[src/verilog/sspr_pkg.sv]
// Constants and types for the supply setpoint register bank.
// Assumes one clock domain; every user of it imports the whole package.
package sspr_pkg;

    // Bus widths
    localparam int SSPR_WORD_W = 16;
    localparam int SSPR_ADDR_W = 8;
    localparam int SSPR_VAL_W = 32;
    localparam int SSPR_NPAIR = 3;

    typedef logic [SSPR_ADDR_W-1:0] sspr_addr_t;
    typedef logic [SSPR_WORD_W-1:0] sspr_word_t;
    typedef logic [SSPR_VAL_W-1:0] sspr_val_t;

    // Write space offsets
    localparam sspr_addr_t SSPR_CMD_ADDR = 8'h00;
    localparam sspr_addr_t SSPR_VOLT_TGT_HI_ADDR = 8'h01;
    localparam sspr_addr_t SSPR_VOLT_TGT_LO_ADDR = 8'h02;
    localparam sspr_addr_t SSPR_AMP_TGT_HI_ADDR = 8'h03;
    localparam sspr_addr_t SSPR_AMP_TGT_LO_ADDR = 8'h04;
    localparam sspr_addr_t SSPR_WATT_TGT_HI_ADDR = 8'h05;
    localparam sspr_addr_t SSPR_WATT_TGT_LO_ADDR = 8'h06;

    // Read space offsets
    localparam sspr_addr_t SSPR_STATE_ADDR = 8'h00;
    localparam sspr_addr_t SSPR_VOLT_MEAS_HI_ADDR = 8'h03;
    localparam sspr_addr_t SSPR_VOLT_MEAS_LO_ADDR = 8'h04;
    localparam sspr_addr_t SSPR_AMP_MEAS_HI_ADDR = 8'h05;
    localparam sspr_addr_t SSPR_AMP_MEAS_LO_ADDR = 8'h06;
    localparam sspr_addr_t SSPR_WATT_MEAS_HI_ADDR = 8'h07;
    localparam sspr_addr_t SSPR_WATT_MEAS_LO_ADDR = 8'h08;

    // Command word fields
    localparam int SSPR_CMD_ON_BIT = 1;
    localparam int SSPR_CMD_FLOAT_BIT = 7;
    localparam sspr_word_t SSPR_CMD_RESET = 16'h0000;

    // Status word fields
    localparam int SSPR_ST_ON_BIT = 0;
    localparam int SSPR_ST_FAULT_BIT = 1;
    localparam int SSPR_ST_MODE_LSB = 2;
    localparam int SSPR_ST_FLOAT_BIT = 4;

    // Value halves and fractional scale: real = integer / 2**15
    localparam int SSPR_HALF_W = 16;
    localparam int SSPR_Q15_FRAC_BITS = 15;
    localparam sspr_val_t SSPR_Q15_ONE = 32'h0000_8000;
    localparam sspr_val_t SSPR_VAL_RESET = 32'h0000_0000;
    localparam sspr_word_t SSPR_WORD_RESET = 16'h0000;

endpackage
[src/verilog/sspr_pair_if.sv]
// Carrier between the bank and one setpoint pair latch.
// Assumes both ends share the bank clock.
`timescale 1ns/1ps
`default_nettype none
interface sspr_pair_if;
    import sspr_pkg::*;
    logic wr_hi;
    logic wr_lo;
    sspr_word_t wdata;
    sspr_val_t value;
    logic commit;

    modport bank
    (
        output wr_hi,
        output wr_lo,
        output wdata,
        input value,
        input commit
    );
    modport pair
    (
        input wr_hi,
        input wr_lo,
        input wdata,
        output value,
        output commit
    );
endinterface
`default_nettype wire

[src/verilog/sspr_bank.sv]
// Supply setpoint register bank: command, setpoints, status, measurements.
// Assumes write and read strobes and measurement inputs are already
// on this clock; the transport decoder lives outside.
`timescale 1ns/1ps
`default_nettype none

// How it works
// - Every register in both spaces is one 16-bit word.
// - Writes and reads use separate spaces even at a shared address.
// - Command bit 1 turns the output on when one, off when zero.
// - Command bit 7 selects float for setpoints, else Q15 fraction.
// - Q15 integer equals the real value times 32768.
// - Each 32-bit value is a pair: high half, low half.
// - Voltage setpoint at write 0x1/0x2; Q15 1.0 is full-scale voltage.
// - Current setpoint at write 0x3/0x4; Q15 1.0 is module full current.
// - Power setpoint at write 0x5/0x6; Q15 1.0 is module full power.
// - In float format setpoints are plain volts, amperes, watts.
// - Measured voltage reads at 0x3/0x4, voltage setpoint format.
// - Measured current reads at 0x5/0x6, current setpoint format.
// - Measured power reads at 0x7/0x8, power setpoint format.
// - Status at read 0x0 gives output state, fault, regulation mode.
// - Float format means IEEE single precision for all 32-bit values.
module sspr_bank
    import sspr_pkg::*;
(
    // Clock and reset
    input wire logic clock,
    input wire logic srst,
    // Host write port
    input wire logic wr_en,
    input wire sspr_addr_t wr_addr,
    input wire sspr_word_t wr_data,
    // Host read port
    input wire logic rd_en,
    input wire sspr_addr_t rd_addr,
    output sspr_word_t rd_data,
    output logic rd_valid,
    // Regulator controls
    output logic output_on,
    output logic float_fmt,
    output sspr_val_t volt_target_pair,
    output sspr_val_t amp_target_pair,
    output sspr_val_t watt_target_pair,
    output logic [SSPR_NPAIR-1:0] target_update,
    // Regulator feedback
    input wire logic meas_valid,
    input wire sspr_val_t volt_meas_pair,
    input wire sspr_val_t amp_meas_pair,
    input wire sspr_val_t watt_meas_pair,
    input wire logic fault_flag,
    input wire logic [1:0] reg_mode
);
    // Pair index 0 voltage, 1 current, 2 power in both spaces
    function automatic sspr_addr_t tgt_hi_addr(input int idx);
        sspr_addr_t base;
        base = SSPR_VOLT_TGT_HI_ADDR;
        unique case (idx)
            1: base = SSPR_AMP_TGT_HI_ADDR;
            2: base = SSPR_WATT_TGT_HI_ADDR;
            default: base = SSPR_VOLT_TGT_HI_ADDR;
        endcase
        return base;
    endfunction

    function automatic sspr_addr_t tgt_lo_addr(input int idx);
        sspr_addr_t base;
        base = SSPR_VOLT_TGT_LO_ADDR;
        unique case (idx)
            1: base = SSPR_AMP_TGT_LO_ADDR;
            2: base = SSPR_WATT_TGT_LO_ADDR;
            default: base = SSPR_VOLT_TGT_LO_ADDR;
        endcase
        return base;
    endfunction

    function automatic sspr_addr_t meas_hi_addr(input int idx);
        sspr_addr_t base;
        base = SSPR_VOLT_MEAS_HI_ADDR;
        unique case (idx)
            1: base = SSPR_AMP_MEAS_HI_ADDR;
            2: base = SSPR_WATT_MEAS_HI_ADDR;
            default: base = SSPR_VOLT_MEAS_HI_ADDR;
        endcase
        return base;
    endfunction

    function automatic sspr_addr_t meas_lo_addr(input int idx);
        sspr_addr_t base;
        base = SSPR_VOLT_MEAS_LO_ADDR;
        unique case (idx)
            1: base = SSPR_AMP_MEAS_LO_ADDR;
            2: base = SSPR_WATT_MEAS_LO_ADDR;
            default: base = SSPR_VOLT_MEAS_LO_ADDR;
        endcase
        return base;
    endfunction

    typedef struct packed {
        sspr_word_t cmd;
        logic [SSPR_NPAIR-1:0][SSPR_VAL_W-1:0] meas_hold;
        logic [SSPR_NPAIR-1:0][SSPR_HALF_W-1:0] lo_shadow;
        sspr_word_t rd_data;
        logic rd_valid;
    } sspr_bank_s;

    sspr_bank_s st_r;
    sspr_bank_s st_nxt;

    sspr_val_t meas_in [SSPR_NPAIR];
    sspr_word_t status_word;

    assign meas_in[0] = volt_meas_pair;
    assign meas_in[1] = amp_meas_pair;
    assign meas_in[2] = watt_meas_pair;

    // Setpoint pairs, one latch each
    sspr_pair_if pif [SSPR_NPAIR] ();

    genvar g;
    generate
        for (g = 0; g < SSPR_NPAIR; g++)
        begin : g_pair
            // Write space only; a read at the same address never lands here
            assign pif[g].wr_hi = wr_en && (wr_addr == tgt_hi_addr(g));
            assign pif[g].wr_lo = wr_en && (wr_addr == tgt_lo_addr(g));
            assign pif[g].wdata = wr_data;
            assign target_update[g] = pif[g].commit;

            sspr_pair_latch u_latch
            (
                .clock(clock),
                .srst(srst),
                .port(pif[g])
            );
        end
    endgenerate

    // Raw 32-bit words; format and full-scale meaning rest on float_fmt
    assign volt_target_pair = pif[0].value;
    assign amp_target_pair = pif[1].value;
    assign watt_target_pair = pif[2].value;

    always_comb
    begin
        status_word = SSPR_WORD_RESET;
        status_word[SSPR_ST_ON_BIT] = st_r.cmd[SSPR_CMD_ON_BIT];
        status_word[SSPR_ST_FAULT_BIT] = fault_flag;
        status_word[SSPR_ST_MODE_LSB +: 2] = reg_mode;
        status_word[SSPR_ST_FLOAT_BIT] = st_r.cmd[SSPR_CMD_FLOAT_BIT];
    end

    always_comb
    begin
        st_nxt = st_r;
        st_nxt.rd_valid = 1'b0;

        // Command word write; all sixteen bits kept for other consumers
        if (wr_en && (wr_addr == SSPR_CMD_ADDR))
        begin
            st_nxt.cmd = wr_data;
        end

        // Hold measurements until the regulator offers a new set
        if (meas_valid)
        begin
            for (int i = 0; i < SSPR_NPAIR; i++)
            begin
                st_nxt.meas_hold[i] = meas_in[i];
            end
        end

        if (rd_en)
        begin
            st_nxt.rd_valid = 1'b1;
            st_nxt.rd_data = SSPR_WORD_RESET;
            if (rd_addr == SSPR_STATE_ADDR)
            begin
                st_nxt.rd_data = status_word;
            end
            for (int i = 0; i < SSPR_NPAIR; i++)
            begin
                // High read freezes the low half of the same sample
                if (rd_addr == meas_hi_addr(i))
                begin
                    st_nxt.rd_data = st_r.meas_hold[i][SSPR_VAL_W-1 -: SSPR_HALF_W];
                    st_nxt.lo_shadow[i] = st_r.meas_hold[i][SSPR_HALF_W-1:0];
                end
                // Low read returns the frozen half, never a newer sample
                if (rd_addr == meas_lo_addr(i))
                begin
                    st_nxt.rd_data = st_r.lo_shadow[i];
                end
            end
        end
    end

    always_ff @(posedge clock)
    begin
        if (srst)
        begin
            st_r.cmd <= SSPR_CMD_RESET;
            st_r.meas_hold <= '0;
            st_r.lo_shadow <= '0;
            st_r.rd_data <= SSPR_WORD_RESET;
            st_r.rd_valid <= 1'b0;
        end
        else
        begin
            st_r <= st_nxt;
        end
    end

    // Measurements share the setpoint format, so one flag serves both
    assign output_on = st_r.cmd[SSPR_CMD_ON_BIT];
    assign float_fmt = st_r.cmd[SSPR_CMD_FLOAT_BIT];
    assign rd_data = st_r.rd_data;
    assign rd_valid = st_r.rd_valid;
endmodule
`default_nettype wire

[src/verilog/sspr_pair_latch.sv]
// One 32-bit setpoint built from a high and a low half-word write.
// Assumes write strobes are one-cycle pulses on the bank clock.
`timescale 1ns/1ps
`default_nettype none
module sspr_pair_latch
    import sspr_pkg::*;
(
    // Clock and reset
    input wire logic clock,
    input wire logic srst,
    // Bank side
    sspr_pair_if.pair port
);
    typedef struct packed {
        logic hi_seen;
        logic lo_seen;
        sspr_word_t hi_hold;
        sspr_word_t lo_hold;
        sspr_val_t value;
        logic commit;
    } sspr_pair_s;

    sspr_pair_s st_r;
    sspr_pair_s st_nxt;

    always_comb
    begin
        st_nxt = st_r;
        st_nxt.commit = 1'b0;
        if (port.wr_hi)
        begin
            st_nxt.hi_hold = port.wdata;
            st_nxt.hi_seen = 1'b1;
        end
        if (port.wr_lo)
        begin
            st_nxt.lo_hold = port.wdata;
            st_nxt.lo_seen = 1'b1;
        end
        // Either order works; a half alone never reaches the regulator
        if (st_nxt.hi_seen && st_nxt.lo_seen)
        begin
            st_nxt.value = {st_nxt.hi_hold, st_nxt.lo_hold};
            st_nxt.commit = 1'b1;
            st_nxt.hi_seen = 1'b0;
            st_nxt.lo_seen = 1'b0;
        end
    end

    always_ff @(posedge clock)
    begin
        if (srst)
        begin
            st_r <= '0;
        end
        else
        begin
            st_r <= st_nxt;
        end
    end

    assign port.value = st_r.value;
    assign port.commit = st_r.commit;
endmodule
`default_nettype wire

[config.mk]
export PLATFORM = sky130hd
export DESIGN_NAME = sspr_bank
export DESIGN_NICKNAME = d
export VERILOG_FILES = /design/src/verilog/sspr_pkg.sv /design/src/verilog/sspr_pair_if.sv /design/src/verilog/sspr_bank.sv /design/src/verilog/sspr_pair_latch.sv
export SDC_FILE = /design/constraint.sdc
export NUM_CORES = 1
export LEC_CHECK = 0
export BUFFER_PORTS_ARGS = -buffer_cell sky130_fd_sc_hd__clkbuf_2
export CAP_MARGIN = 20
export CORE_ASPECT_RATIO = 0.6
export CORE_UTILIZATION = 56
export CTS_CLUSTER_SIZE = 28
export DETAILED_ROUTE_END_ITERATION = 12
export PLACE_DENSITY = 0.85
export SETUP_SLACK_MARGIN = 0.15
export SLEW_MARGIN = 20
export SYNTH_ARGS = -nofsm -noshare
export SYNTH_HDL_FRONTEND = slang
export SYNTH_HIERARCHICAL = 1
export SYNTH_SLANG_ARGS = --single-unit
[constraint.sdc]
create_clock -name clock -period 6.1 [get_ports clock]
set_clock_uncertainty 0.05 [all_clocks]
set_input_delay 0 -clock clock [delete_from_list [all_inputs] [get_ports clock]]
set_output_delay 0 -clock clock [all_outputs]
set_load 0.01 [all_outputs]
==> results.cfg, run 1 <==
[power]
leakage_nw = 6.96
sequentialPowerShare_pct = 51.1
power.density_nw_per_um2 = 274
internal-power_mw = 3.71
swShare_pct = 22.5
power_mw = 4.78
p_sw_mw = 1.08
power_frac_comb_pct = 6.6
clockPowerShare_pct = 42.3
peakVddDrop_mv = 0.178

[routing]
drt-vias-per-instance = 5.57
via_count = 11100
wl_mm = 40.4
drt_iter0_markers = 1108
firstDrtPassIters = 6
drc = 0
avgRoutedWirePerCell_um = 20.3
ant_nets = 0

[setup_path]
startpoint_type = primary input
crit_path_frequent_cell = dlygate4sd3_1
r2r_slack_ps = 4330
slowest_stage = dlygate4sd3_1
max_stage_delay_ps = 580
crit_chain = dlygate4sd3_1 -> clkbuf_2 -> nor4_2 -> dlygate4sd3_1 -> buf_4 -> nand3b_1 -> nor2_2 -> buf_6 -> mux2i_1 -> nor2_1
reg2reg_depth = 3
cp_top_family = buffers and inverters
worstPathRequired_ps = 6450
r2r_end = g_pair[1].u_latch/port.value[2]
critPathMaxFanout = 16
crit_arrival_ps = 3140
rr_startpoint = g_pair[1].u_latch/st_r[66]
crit_type = primary input to flip-flop
crit_path_end_kind = flip-flop
path_buf_inv = 5

[clock_tree]
cts_resized = 0
cts_root_buf = clkbuf_16
htree_levels = 1
clk_latency_ps = 560
cts_num_sinks = 364
cts_post_setup_buffers_inserted = 0
hold_buffers = 128
cts_buffers = 31
clk_path_buf_depth = 3
cts_tree = yes
cts.clk_slew.worst_paths_ps = 70

[worst_hold_path]
worst_hold_path_type = primary input to flip-flop
whs_path_depth = 3
holdPathEnd = st_r[139]
hp-start = meas_valid

[timing]
final_max_slew_viol_count = 0
finalSetupViolations = 0
slew_headroom_pct = 28.8
worst_pin_slew_ps = 1070
period_share_pct = 45.6
finalSetupTns_ps = 0
finalCriticalPeriod_ps = 2780
rsz0062_at_grt = false
fmax_mhz = 359
worst_hold_slack_ps = 28.4
hold_viol = 0

[synth]
synth-edff-count = 0
synthArstFlopShare_pct = 0
ys_seq_elements = 364
syn_nets = 1539
synth_area_leader_cell = dfxtp_1
ys_types = 47
syn_area_sq_um = 14800
synth_warnings = 6
synth_top_area_share_pct = 49.3
ys_seq_area_share_pct = 49.3
synth.area.top_cells = dfxtp_1, mux2i_1, o2bb2ai_2
syn_avg_cell_area_sq_um = 10.5
synthCells = 1403
synth_flop_cell = dfxtp_1

[floorplanning]
fp.dieW_um = 212
placementRows = 45
dieArea_sq_um = 27100
core_sq_um = 25600
initial_core_util_pct = 57.7
fp.dieH_um = 128
io_pins = 254

[placed_design]
port_buffers = 253
dp_cells = 1804
place_hpwl_mm = 26.4
place.gp.congestion = 0.921

[global_routing]
grt-ovfl-total = 0
grt_pass1_vias = 10600
grt_antenna_before_repair = 3
globalRouteTotalUtil_pct = 29.2
grt_pass1_wl_mm = 61.0
grt_start_max_net_pins = 114

[finish]
syn_to_final_growth_pct = 18.3
final_core_util_pct = 68.2
final_cells = 1991
nNetsFinal = 1750
drive_gt1_share_pct = 25.5
fillers = 1890

[flow_run]
cap_violations = 0

[outcome]
status = completed
==> layout by cell type, fill, tap and decap left out, drive strengths merged, types with 2 or more instances in the layout <==
master and instances:
a2111oi 2, a21o 4, a21oi 22, a221oi 5, a22oi 11, a2bb2oi 2
and2 3, and2b 3, buf 15, bufinv 3, clkbuf 295, clkinv 10
dfxtp 364, dlygate4sd3 128, inv 5, mux2i 229, nand2 64, nand2b 5
nand3 3, nand3b 2, nor2 267, nor2b 3, nor3 3, nor4 2
o211ai 2, o21a 7, o21ai 39, o221ai 12, o22ai 4, o2bb2ai 107
or2 4, or4 2
==> power groups by stage <==
stage | Combinational [mW] | Clock (mW) | Sequential (mW)
after floorplan | 0.151 | 0 | 2.48
after global placement | 0.237 | 0 | 2.49
after detailed placement | 0.243 | 0 | 2.49
after CTS | 0.307 | 2.06 | 2.44
after global routing | 0.337 | 2.16 | 2.44
final | 0.315 | 2.02 | 2.44
==> worst max-delay path by stage <==
stage / start / to / slack [ps] / depth (start not counted)
detailed placement: wr_addr[3] / g_pair[1].u_latch/port.value[2] / 2820 / 7
global route: rd_addr[6] / st_r[61] / 3120 / 9
CTS: rd_addr[6] / st_r[45] / 3120 / 9
floorplan: wr_addr[3] / g_pair[1].u_latch/port.value[15] / 4120 / 9
global placement: wr_addr[3] / g_pair[1].u_latch/port.value[0] / 2980 / 7
finish: rd_addr[6] / st_r[45] / 3320 / 10
==> cell type report <==
cell class	count	area (sq um)	share of cell area [%]
antenna	1	2.50	0.0143
clock buffer	44	895	5.12
clock inverter	13	150	0.859
inverter	6	22.5	0.129
multi-input combinational	817	6020	34.5
sequential	364	7290	41.7
tap	352	440	2.52
timing repair buffer	394	2660	15.2
==> metrics by stage <==
step,instance area (sq um),setup WS [ps]
6_report,17500,3320
5_1_grt,17500,3120
4_1_cts,17500,3120
3_5_place_dp,15100,2820
3_3_place_gp,15100,2980
2_1_floorplan,14800,4120
==> layer usage <==
layer	up-vias	track usage, %	share of wire [%]	routed length (um)
met5	-	0	0.025	10
met4	2	8.78	3.0	1210
met3	102	5.51	7.8	3160
met2	467	42.9	42	17100
met1	5346	43.1	47	18900
li1	5170	-	-	-
==> sequential cells by signal, indices dropped and copies added, names as in the netlist <==
signal                      count
g_pair.u_latch/port.commit      3
g_pair.u_latch/st_r           102
output_on                       1
float_fmt                       1
rd_valid                        1
g_pair.u_latch/port.value      96
st_r                          144
rd_data                        16
==> worst register-to-register path, stage by stage (launching register included) <==
cell and delay, ps:
dfxtp_1 310, o22ai_1 180, or2_2 860, o2bb2ai_1 220
==> synthesized netlist by cell type, drive strengths merged (2+ instances only) <==
master / n
and2: 3
nand2: 64
or4: 2
nor2b: 3
and2b: 3
dfxtp: 364
mux2i: 229
nor2: 267
clkbuf: 49
o221ai: 12
nand3: 3
a21o: 4
a22oi: 11
o21ai: 39
a2111oi: 2
o21a: 7
o211ai: 2
nor4: 2
o2bb2ai: 107
nor3: 3
nand2b: 5
nand3b: 2
a221oi: 5
buf: 167
a21oi: 22
or2: 4
a2bb2oi: 2
inv: 5
o22ai: 4
==> cells by family after synthesis <==
| family | after synthesis | share of synthesized area, % |
|---|---|---|
| AOI/OAI and AO/OA | 222 | 15.0 |
| buffers and inverters | 222 | 10.1 |
| DFF | 364 | 49.3 |
| muxes | 229 | 15.5 |
| and+or+nand+nor | 366 | 10.1 |
No activity file was read; power rests on OpenSTA's default activity.
==> run 2: changes to the inputs <==
--- a/config.mk
+++ b/config.mk
@@ -8,10 +8,10 @@
 export BUFFER_PORTS_ARGS = -buffer_cell sky130_fd_sc_hd__clkbuf_2
 export CAP_MARGIN = 20
 export CORE_ASPECT_RATIO = 0.6
-export CORE_UTILIZATION = 56
+export CORE_UTILIZATION = 51
 export CTS_CLUSTER_SIZE = 28
 export DETAILED_ROUTE_END_ITERATION = 12
-export PLACE_DENSITY = 0.85
+export PLACE_DENSITY = 0.81
 export SETUP_SLACK_MARGIN = 0.15
 export SLEW_MARGIN = 20
 export SYNTH_ARGS = -nofsm -noshare
==> constraint.sdc (replaced) <==
create_clock -name clock -period 2.3 [get_ports clock]
set_clock_uncertainty 0.05 [all_clocks]
set_input_delay 0 -clock clock [delete_from_list [all_inputs] [get_ports clock]]
set_output_delay 0 -clock clock [all_outputs]
set_load 0.01 [all_outputs]
==> results.cfg, run 2 (synthesis gave the netlist of run 1 again) <==
[finish]
final_core_util_pct = 64.0
largest_reg_flops = 144
drive_gt1_share_pct = 26.6
nNetsFinal = 1783
syn_to_final_growth_pct = 21.2
final_area_sq_um = 17900
top_register = st_r
layout_commonest_cell = dfxtp_1
mostFrequentLayoutCells = dfxtp_1, nor2_1, clkbuf_2

[setup_path]
crit_type = primary input to flip-flop
worstPathRequired_ps = 2670
crit_path_end_kind = flip-flop
startpoint_type = primary input
reg2reg_depth = 4
critPathMaxFanout = 8
crit_arrival_ps = 2450

[clock_tree]
clk_latency_ps = 530
cts_root_buf = clkbuf_16
htree_levels = 2
cts_buffers = 35
cts.clk_slew.worst_paths_ps = 70
cts_tree = yes
cts_num_sinks = 364
cts_post_setup_buffers_inserted = 0
clk_path_buf_depth = 3

[floorplanning]
io_pins = 254
placementRows = 47
fp.dieW_um = 222
core_sq_um = 28000
initial_core_util_pct = 52.8
dieArea_sq_um = 29700
fp.dieH_um = 134

[placed_design]
place_hpwl_mm = 26.8
port_buffers = 253
postPlaceCellArea_sq_um = 15400
place.gp.congestion = 0.969

[global_routing]
grt_antenna_before_repair = 4
globalRouteTotalUtil_pct = 26.6
grt_start_max_net_pins = 93
grt_pass1_vias = 10800
grt_pass1_wl_mm = 61.3
grt-ovfl-total = 0

[worst_hold_path]
whs_path_depth = 3
worst_hold_path_type = primary input to flip-flop

[timing]
final_max_slew_viol_count = 0
finalCriticalPeriod_ps = 2080
worst_pin_slew_ps = 657
rsz0062_at_grt = false
period_share_pct = 90.3
fmax_mhz = 481
finalSetupTns_ps = 0
slew_headroom_pct = 56.2
hold_viol = 0
finalSetupViolations = 0

[routing]
wl_mm = 40.3
via_count = 11200
avgRoutedWirePerCell_um = 19.7
ant_nets = 0
drt-vias-per-instance = 5.47
drc = 0
drt_iter0_markers = 942
firstDrtPassIters = 5

[power]
clockPowerShare_pct = 43.9
p_sw_mw = 3.03
power.density_nw_per_um2 = 732
peakVddDrop_mv = 0.476
internal-power_mw = 10.1
swShare_pct = 23.1
leakage_nw = 7.16
power_frac_comb_pct = 6.7
sequentialPowerShare_pct = 49.3

[flow_run]
cap_violations = 0

[outcome]
status = completed
## run 2: cell count changes in the layout (fill, tap and decap cells not counted), sizes merged
cell	previous run	this run
buf	15	38
clkbuf	295	301
dlygate4sd3	128	134
diode	1	5
clkinv	10	7
inv	5	8
bufinv	3	1
## run 2: what timing repair did
| item | 4_1_cts | 5_1_grt |
|---|---|---|
| resized for setup | 0 | 1 |
| hold buffers | 134 | 0 |
| endpoints found under the hold margin | 265 | 0 |
| setup endpoints to repair | 0 | 1 |
## run 2: metrics by stage
stage	cells	setup WS, ps	total power, mW	hold slack [ps]
global placement	1843	189	7.26	184
finish	2043	223	13.1	17.4
floorplan	1403	324	6.99	96.9
CTS	2038	298	13.2	0.500
global route	2043	159	13.5	21.0
detailed placement	1843	135	7.28	193
## run 2: final timing paths
kind	startpoint	endpoint	slack [ps]
setup reg to reg	st_r[31]	rd_data[14]	830
hold reg to reg	st_r[144]	st_r[64]	410
setup / recovery	wr_addr[2]	g_pair[0].u_latch/st_r[37]	220
hold / removal	meas_valid	st_r[146]	20
## run 2: cell type report
| class | instances | area, sq um |
|---|---|---|
| inverters | 6 | 22.5 |
| diodes | 5 | 12.5 |
| repair buffers | 423 | 2970 |
| clock buffers | 50 | 1030 |
| clock inverters | 11 | 105 |
| multi-input cells | 817 | 6020 |
| fillers | 2157 | 10100 |
| well taps | 367 | 459 |
| flip-flops and latches | 364 | 7290 |
## run 2: metal layers
metal | wire length (um) | part of all wire [%] | GRT usage, %
met3 | 3310 | 8.2 | 6.73
met2 | 17000 | 42 | 38.7
met5 | 0 | 0 | 0
met1 | 18700 | 46 | 37.9
met4 | 1290 | 3.2 | 9.76
## run 2: power groups by stage
stage / clock network, mW / logic, mW / registers (mW)
4_1_cts: 5.85 / 0.863 / 6.47
6_report: 5.76 / 0.884 / 6.47
5_1_grt: 6.10 / 0.945 / 6.48
2_1_floorplan: 0 / 0.402 / 6.59
3_5_place_dp: 0 / 0.672 / 6.61
3_3_place_gp: 0 / 0.657 / 6.61
## run 2: worst max-delay path, stage by stage
cell and delay (ps):
dlygate4sd3_1 550, clkbuf_2 130, or3_1 430, nor2_2 190, buf_4 230, mux2i_2 280, nor2_1 60, dlygate4sd3_1 580
